[src/inc/quadrature_counter_compare_map.vh]
// offsets, field positions and reset values of the quadrature counter
`ifndef QUADRATURE_COUNTER_COMPARE_MAP_VH
`define QUADRATURE_COUNTER_COMPARE_MAP_VH

// control word bit positions (slot outputs 80..95 map to bits 0..15)
`define CW_PRESET_LOAD     0
`define CW_MARKER_GATE     1
`define CW_EQ_CLEAR_LO     2
`define CW_OUT_SEL_LO      6
`define CW_UNDERFLOW_CLEAR 10
`define CW_OVERFLOW_CLEAR  11
`define CW_COUNTER_ENABLE  12
`define CW_FULL_CLEAR      13
`define CW_FORCE_OUTPUTS   14

// data word addresses
`define ADDR_CURRENT       3'h0
`define ADDR_PRESET        3'h1
`define ADDR_SET0          3'h2
`define ADDR_SET3          3'h5
`define ADDR_STATUS        3'h6

// status word bit positions
`define ST_GT_LO           0
`define ST_EQ_LO           4
`define ST_OVERFLOW        8
`define ST_UNDERFLOW       9

// reset values
`define RST_COUNT          16'h0000
`define RST_CONTROL        16'h0000

// highest encoder pulse rate and shortest pulse period
`define MAX_PULSE_KHZ      10
`define CLK_MHZ            200
`define MIN_PULSE_CYCLES   ((`CLK_MHZ * 1000) / `MAX_PULSE_KHZ)

`endif

[src/rtl/set_value_bank.v]
// four set values with registered read port and flat value outputs
`timescale 1ns/1ps
`include "quadrature_counter_compare_map.vh"

module set_value_bank #(
  parameter WIDTH   = 16,
  parameter ENTRIES = 4
) (
  input  wire                       core_clk,
  input  wire                       rst,
  input  wire                       wrEn,
  input  wire [1:0]                 wrIndex,
  input  wire [WIDTH-1:0]           wrData,
  input  wire [1:0]                 rdIndex,
  output reg  [WIDTH-1:0]           rdData,
  output wire [WIDTH*ENTRIES-1:0]   allValues
);

  reg [WIDTH-1:0] slot [0:ENTRIES-1];

  genvar i;
  generate
    for (i = 0; i < ENTRIES; i = i + 1)
    begin : gSlot
      always @(posedge core_clk)
      begin
        if (rst)
          slot[i] <= `RST_COUNT;
        else if (wrEn && (wrIndex == i))
          slot[i] <= wrData;
      end
      assign allValues[i*WIDTH +: WIDTH] = slot[i];
    end
  endgenerate

  always @(posedge core_clk)
  begin
    if (rst)
      rdData <= `RST_COUNT;
    else
      rdData <= slot[rdIndex];
  end

endmodule // set_value_bank

[src/rtl/quadrature_counter_compare.v]
// quadrature counter with four set-value comparators and output terminals
`timescale 1ns/1ps
`include "quadrature_counter_compare_map.vh"

module quadrature_counter_compare #(
  parameter WIDTH = 16,
  parameter CHANS = 4
) (
  input  wire             core_clk,
  input  wire             rst,
  input  wire             encA,
  input  wire             encB,
  input  wire             marker,
  input  wire [15:0]      controlWord,
  input  wire             wrEn,
  input  wire [2:0]       wrAddr,
  input  wire [WIDTH-1:0] wrData,
  input  wire             rdEn,
  input  wire [2:0]       rdAddr,
  output reg  [WIDTH-1:0] rdData,
  output reg              rdValid,
  output reg  [CHANS-1:0] compareOut,
  output reg  [WIDTH-1:0] statusWord
);

  reg  [2:0]             syncA;
  reg  [2:0]             syncB;
  reg  [1:0]             syncM;
  reg  [WIDTH-1:0]       count;
  reg  [WIDTH-1:0]       presetValue;
  reg  [CHANS-1:0]       gtFlag;
  reg  [CHANS-1:0]       eqFlag;
  reg                    overflowFlag;
  reg                    underflowFlag;
  reg                    rdPending;
  reg  [2:0]             rdSel;
  reg  [WIDTH-1:0]       next_count;
  reg                    stepUp;
  reg                    stepDown;
  wire [WIDTH-1:0]       bankData;
  wire [WIDTH*CHANS-1:0] setValues;
  wire                   presetLoad;
  wire                   markerGate;
  wire                   counterEnable;
  wire                   fullClear;
  wire                   forceOutputs;
  wire                   underflowClear;
  wire                   overflowClear;
  wire [CHANS-1:0]       eqClear;
  wire [CHANS-1:0]       outSel;
  wire                   bankWr;
  wire                   riseA;
  wire                   fallA;

  assign presetLoad     = controlWord[`CW_PRESET_LOAD];
  assign markerGate     = controlWord[`CW_MARKER_GATE];
  assign eqClear        = controlWord[`CW_EQ_CLEAR_LO +: CHANS];
  assign outSel         = controlWord[`CW_OUT_SEL_LO +: CHANS];
  assign underflowClear = controlWord[`CW_UNDERFLOW_CLEAR];
  assign overflowClear  = controlWord[`CW_OVERFLOW_CLEAR];
  assign counterEnable  = controlWord[`CW_COUNTER_ENABLE];
  assign fullClear      = controlWord[`CW_FULL_CLEAR];
  assign forceOutputs   = controlWord[`CW_FORCE_OUTPUTS];

  always @(posedge core_clk)
  begin
    if (rst)
    begin
      syncA <= 3'h0;
      syncB <= 3'h0;
      syncM <= 2'h0;
    end
    else
    begin
      syncA <= {syncA[1:0], encA};
      syncB <= {syncB[1:0], encB};
      syncM <= {syncM[0], marker};
    end
  end

  assign riseA = syncA[1] & ~syncA[2];
  assign fallA = ~syncA[1] & syncA[2];

  // up on A rise, down on A fall, both with B low
  always @*
  begin
    stepUp   = riseA & ~syncB[2];
    stepDown = fallA & ~syncB[2];
  end

  always @*
  begin
    next_count = count;
    if (fullClear)
      next_count = `RST_COUNT;
    else if (presetLoad)
      next_count = presetValue;
    else if (markerGate && syncM[1])
      next_count = `RST_COUNT;
    else if (stepUp)
      next_count = count + 1'b1;
    else if (stepDown)
      next_count = count - 1'b1;
  end

  always @(posedge core_clk)
  begin
    if (rst)
      count <= `RST_COUNT;
    else
      count <= next_count;
  end

  always @(posedge core_clk)
  begin
    if (rst || fullClear)
    begin
      overflowFlag  <= 1'b0;
      underflowFlag <= 1'b0;
    end
    else
    begin
      if (overflowClear)
        overflowFlag <= 1'b0;
      else if (!presetLoad && !(markerGate && syncM[1]) && stepUp && (&count))
        overflowFlag <= 1'b1;
      if (underflowClear)
        underflowFlag <= 1'b0;
      else if (!presetLoad && !(markerGate && syncM[1]) && stepDown && (count == `RST_COUNT))
        underflowFlag <= 1'b1;
    end
  end

  // host writes gated by counter enable
  assign bankWr = wrEn && counterEnable && (wrAddr >= `ADDR_SET0) && (wrAddr <= `ADDR_SET3);

  always @(posedge core_clk)
  begin
    if (rst)
      presetValue <= `RST_COUNT;
    else if (wrEn && counterEnable && (wrAddr == `ADDR_PRESET))
      presetValue <= wrData;
  end

  set_value_bank #(
    .WIDTH   (WIDTH),
    .ENTRIES (CHANS)
  ) uBank (
    .core_clk  (core_clk),
    .rst       (rst),
    .wrEn      (bankWr),
    .wrIndex   (wrAddr[1:0] - 2'h2),
    .wrData    (wrData),
    .rdIndex   (rdAddr[1:0] - 2'h2),
    .rdData    (bankData),
    .allValues (setValues)
  );

  genvar c;
  generate
    for (c = 0; c < CHANS; c = c + 1)
    begin : gChan
      always @(posedge core_clk)
      begin
        if (rst || fullClear)
        begin
          gtFlag[c] <= 1'b0;
          eqFlag[c] <= 1'b0;
        end
        else
        begin
          gtFlag[c] <= count > setValues[c*WIDTH +: WIDTH];
          if (eqClear[c])
            eqFlag[c] <= 1'b0;
          else if (count == setValues[c*WIDTH +: WIDTH])
            eqFlag[c] <= 1'b1;
        end
      end

      always @(posedge core_clk)
      begin
        if (rst)
          compareOut[c] <= 1'b0;
        else if (forceOutputs && outSel[c])
          compareOut[c] <= 1'b1;
        else
          compareOut[c] <= outSel[c] ? eqFlag[c] : gtFlag[c];
      end
    end
  endgenerate

  always @(posedge core_clk)
  begin
    if (rst)
      statusWord <= `RST_COUNT;
    else
    begin
      statusWord                          <= `RST_COUNT;
      statusWord[`ST_GT_LO +: CHANS]      <= gtFlag;
      statusWord[`ST_EQ_LO +: CHANS]      <= eqFlag;
      statusWord[`ST_OVERFLOW]            <= overflowFlag;
      statusWord[`ST_UNDERFLOW]           <= underflowFlag;
    end
  end

  // host reads gated by counter enable, two-cycle answer
  always @(posedge core_clk)
  begin
    if (rst)
    begin
      rdPending <= 1'b0;
      rdSel     <= 3'h0;
      rdValid   <= 1'b0;
      rdData    <= `RST_COUNT;
    end
    else
    begin
      rdPending <= rdEn && counterEnable;
      rdValid   <= rdPending;
      if (rdEn)
        rdSel <= rdAddr;
      if (rdPending)
      begin
        case (rdSel)
          `ADDR_CURRENT: rdData <= count;
          `ADDR_PRESET:  rdData <= presetValue;
          `ADDR_STATUS:  rdData <= statusWord;
          3'h2, 3'h3, 3'h4, 3'h5: rdData <= bankData;
          default:       rdData <= `RST_COUNT;
        endcase
      end
    end
  end

endmodule // quadrature_counter_compare

[config.mk]
export PLATFORM = sky130hd
export DESIGN_NAME = quadrature_counter_compare
export DESIGN_NICKNAME = d
export VERILOG_FILES = /design/src/rtl/set_value_bank.v /design/src/rtl/quadrature_counter_compare.v
export VERILOG_INCLUDE_DIRS = /design/src /design/src/inc
export SDC_FILE = /design/constraint.sdc
export NUM_CORES = 1
export LEC_CHECK = 0
export BUFFER_PORTS_ARGS = -buffer_cell sky130_fd_sc_hd__buf_2
export CAP_MARGIN = 20
export CORE_MARGIN = 10
export CORE_UTILIZATION = 50
export CTS_CLUSTER_SIZE = 20
export DETAILED_ROUTE_END_ITERATION = 10
export PLACE_DENSITY = 0.78
export SYNTH_ARGS = -nofsm -noshare
export SYNTH_HDL_FRONTEND = slang
export SYNTH_SLANG_ARGS = --single-unit
export TNS_END_PERCENT = 1
[constraint.sdc]
create_clock -name core_clk -period 7.3 [get_ports core_clk]
set_input_delay 1.46 -clock core_clk [delete_from_list [all_inputs] [get_ports core_clk]]
set_output_delay 1.46 -clock core_clk [all_outputs]
set_load 0.02 [all_outputs]
Word-level counts from Yosys, hierarchy flattened
Memories as Yosys holds them, arrays and structs flattened. A register that Yosys moved wholly into a read port is not among the register bits.
Cells that the tools add are included.
- equality and inequality tests: 14
- $add $sub $neg: 4
- muxes and demuxes: 31
- magnitude comparators: 6
- reduce and logical (&&, ||, !) cells: 35
- bitwise operators: 11
- operators by type and width (operator ; number):
    $mux 16 ; 8
    $eq 16x16->1 ; 4
    $gt 16x16->1 ; 4
    $pmux 16 s4 ; 1
    $mux 1 ; 22
    $logic_and 1x1->1 ; 19
    $add 16x1->16 const B ; 1
    $logic_not 16->1 ; 1
    $reduce_and 16->1 ; 1
    $sub 16x1->16 const B ; 1
    $reduce_or 2->1 ; 7
    $eq 3x3->1 const B ; 3
    $eq 3x1->1 const B ; 2
    $eq 3x2->1 const B ; 2
    $and 1x1->1 ; 4
    $eq 2x2->1 const B ; 2
    $or 1x1->1 ; 4
    $reduce_bool 4->1 ; 1
    $reduce_or 4->1 ; 1
    $sub 2x2->2 const B ; 2
    $ge 3x2->1 const B ; 1
    $le 3x3->1 const B ; 1
    $logic_not 3->1 ; 1
    $not 1->1 ; 3
    other kinds (4) ; 5
- bits of input ports: 45
- output and inout port bits: 37
- memory bits (writable): 64
- word-level logic and storage cells: 127
- bits in registers: 91
- memories: 1
- memory list (memory ; depth ; bits a word ; rd ports ; clocked after memory_dff ; wr ports ; RTL line ; text):
    uBank.slot ; 4 ; 16 ; 5 ; 1 ; 4 ; set_value_bank.v:19 ; reg [WIDTH-1:0] slot [0:ENTRIES-1];

Logic depth before layout (Yosys ltp)
- word-level depth: 8
- mapped depth: 10
- depth with buffers taken out: 9

By module
Synthesis repeated with hierarchy kept, for this count alone.
- cells, all modules: 924
- area, all modules: 8983.6 um2
- modules (own cells, without submodules) (module ; area each (um2) ; times used ; seq. area each (um2) ; cells an instance):
    quadrature_counter_compare ; 5689.2 ; 1 ; 1701.6 ; 707
    set_value_bank ; 3294.4 ; 1 ; 2242.2 ; 217

Worst setup path before layout
Ideal clock, no wire load.
- path type: input to register
- from: input wrEn
- to: memory uBank.slot[0][0] (enable)
- arrival: 2.603 ns
- required time: 6.908 ns
- path slack: 4.305 ns
- library setup time: 0.392 ns
- buffers on the path: 0
- stages: 4
- cell sequence: nand2_1 -> nor2_1 -> nand2_1 -> o21bai_1
- RTL lines (what ; RTL line ; text):
    start: declaration ; quadrature_counter_compare.v:15 ; input wire wrEn,
    end: declaration ; set_value_bank.v:19 ;

Worst setup path after layout
- from: input controlWord[0]
- to: register count[13]
- word-level cells in the longest chain between the ends: 1
- ends and longest elaborated chain (what ; RTL line ; text):
    start: declaration ; quadrature_counter_compare.v:14 ; input wire [15:0] controlWord,
    $reduce_bool 4->1 (no line) or $mux 16 (tied branches) ; - ;
    end signal: assignment ; quadrature_counter_compare.v:109 ; count <= `RST_COUNT;
    end signal: assignment ; quadrature_counter_compare.v:111 ; count <= next_count;
    end: declaration ; quadrature_counter_compare.v:29 ; reg [WIDTH-1:0] count;
Several ways; a longest one is shown, not always the timed one.
A chain may end at the register's enable or synchronous reset.

==> results.cfg <==
[min_path]
whs_path_depth = 1
hp-class = reg2reg

[yosys]
synth_top_area_cell = dfxtp_1
synthFlopType = dfxtp_1
synthCells = 924
synthArstFlopShare_pct = 0
synth_seq_cells = 165
yosysWarningCount = 0
synth_area_per_cell_um2 = 9.88
synth_top_area_share_pct = 22.1
netlist_area_mm2 = 0.00913
yosysUniqueCellTypes = 60
synth_edf_count = 64
synth_area_leaders = dfxtp_1 (22%), edfxtp_1 (21%), ha_1 (11%), and2_1 (4.4%), mux4_2 (3.9%)
ys_seq_area_share_pct = 43.2

[timing]
whs_ns = 0.434
setup_tns_ns = 0
hold_viol = 0
finalCritPeriodShare_pct = 43.0
setup_viol = 0
fin_crit_ns = 3.14
rsz0062_at_grt = no
slew_viol_final = 0
maxSlewHeadroom_pct = 25.0
fin_ws_ns = 4.16
max_freq_mhz = 319
worst_slew_pin_slew_ns = 1.12
skew_ns = 0.00794

[final_layout]
final_common_cell = dfxtp_1
fill_cells = 1520
diodes = 0
drive_gt1_share_pct = 14.1
layout_common_cells = dfxtp_1 (101), ha_1 (81), buf_2 (74)
nNetsFinal = 1112
syn_to_final_growth_pct = 12.0

[worst_setup_path]
cp_data_required_time_ns = 7.67
worstSetupPathType = in2reg
crit_cells = 7
path_common_cell = a21oi_1
worst_setup_path_start_kind = primary input
crit_buf_inv = 1
slowest_stage = a21oi_1
regToRegSetupSlack_ns = 4.34
worstPathArrival_ns = 3.50
crit_chain = buf_2 > a21oi_1 > o21a_1 > a21oi_1 > nand3_1 > o211ai_1 > nor2_1
reg2reg_depth = 9
crit_family = compound AO/OA/AOI/OAI gates
max_stage_delay_ns = 0.78
path_max_fanout = 20
end_kind = flop

[global_routing]
grt_pass1_wl_mm = 37.9
antenna_found_initial = 1
first_global_vias = 7141
grt_overflow = 0
grt.total_usage_pct = 19.9
grt_start_max_net_pins = 85

[clock_tree]
cts_buffers = 17
insertion_delay_ns = 0.43
clkSinkCount = 165
cts_tree = built
htree_levels = 4
clk_path_buf_depth = 2
post_cts_buffers = 0
ctsHoldBuffers = 0
post_cts_resize_count = 0
path_clk_slew_ns = 0.06
cts_root_buf = clkbuf_16

[drt]
dr.first_iter.drc_count = 715
drc_errors = 0
vias = 7179
routed_wirelength_mm = 24.1
drtAntennaViolNets = 0
viasPerCell = 5.86
first_pass_iters = 6
routedWlPerCell_um = 19.7

[pwr]
peakVddDrop_mv = 0.206
power.leakage_nw = 4.53
p_per_area_mw_per_mm2 = 222
total_power_mw = 2.27

[outcome]
run_status = finished clean

[floorplanning]
coreArea_mm2 = 0.0180
die_width_um = 155
initial_core_util_pct = 50.8
pin_count = 82
dieArea_mm2 = 0.0241
rows = 49
die_y_um = 155

[place]
place_hpwl_mm = 18.0
port_buffers = 74
gp_congestion = 0.933
place_ws_ns = 3.76

[run]
maxCapViolations = 0
[where the power goes]
part           switching, mW  total [mW]  internal (mW)
Combinational          0.190       0.331          0.141
Sequential            0.0467        1.05          0.999
Clock                  0.377       0.892          0.516
[worst paths after layout]
| check | startpoint | to |
|---|---|---|
| worst min-delay path | syncM[0] | syncM[1] |
| worst max register to register | syncA[2] | count[9] |
| worst max-delay path | controlWord[0] | count[13] |
| worst min register to register | syncM[0] | syncM[1] |
[cells in the mapped netlist, drive strengths merged, types with 6 or more instances]
library cell and count:
clkbuf 23, dfxtp 101, a22oi 16, inv 65
nand2 66, nand3 6, o21a 7, mux2i 10
a211oi 10, mux4 16, a21oi 65, and3 13
a21o 28, nor2 57, o21ai 29, xnor2 9
buf 22, ha 81, nand4 16, and2 65
a221oi 18, nor2b 48, nor4 8, nor3 18
edfxtp 64
[worst register-to-register path, stage by stage, from the launching register on]
cell and delay (ns):
dfxtp_1 0.37, nor2_1 0.12, nand2_1 0.47, ha_1 0.63, a2111oi_4 0.39, o21ai_2 0.16, and2_4 0.20, a31oi_1 0.20
xor2_1 0.18, o22ai_1 0.09
[metrics by stage]
step	utilization, %	area, µm²	std cells
CTS	56.7	10200	1221
floorplan	-	9150	929
global route	56.9	10200	1225
global placement	53.5	9600	1191
finish	56.9	10200	1225
detailed placement	53.5	9600	1191
[sequential cells by signal (all words and copies together), names as in the netlist, 4 cells and up]
| name | count |
|---|---|
| compareOut | 4 |
| count | 16 |
| eqFlag | 4 |
| gtFlag | 4 |
| presetValue | 16 |
| rdData | 16 |
| statusWord | 10 |
| uBank.rdData | 16 |
| uBank.slot | 64 |
[per-layer routing]
metal  up-vias  track usage, %  share of wire [%]
met4         2            7.47                2.6
met1      3410            25.9                 43
met2       284            31.8                 47
met5         -               0              0.075
li1       3441               -                  -
met3        42            4.05                7.7
[area by class of cell]
cell class	count	area (µm²)	area share (%)
tap	229	287	2.80
timing repair buffer	82	438	4.28
sequential	165	3940	38.6
multi-input combinational	653	4720	46.2
clock buffer	18	439	4.30
inverter	66	248	2.42
clock inverter	12	144	1.41
[cell families after synthesis]
kind of cell / Yosys count / share of synthesized area, %
DFF: 165 / 43.2
xor gates and xnor gates: 14 / 1.34
muxes: 26 / 5.04
buffers and inverters: 111 / 5.40
adders and majority gates: 82 / 11.3
other: 1 / 0.0411
AOI/OAI and AO/OA: 206 / 15.1
and+or+nand+nor: 319 / 18.6
(Power assumes the default switching activity.)
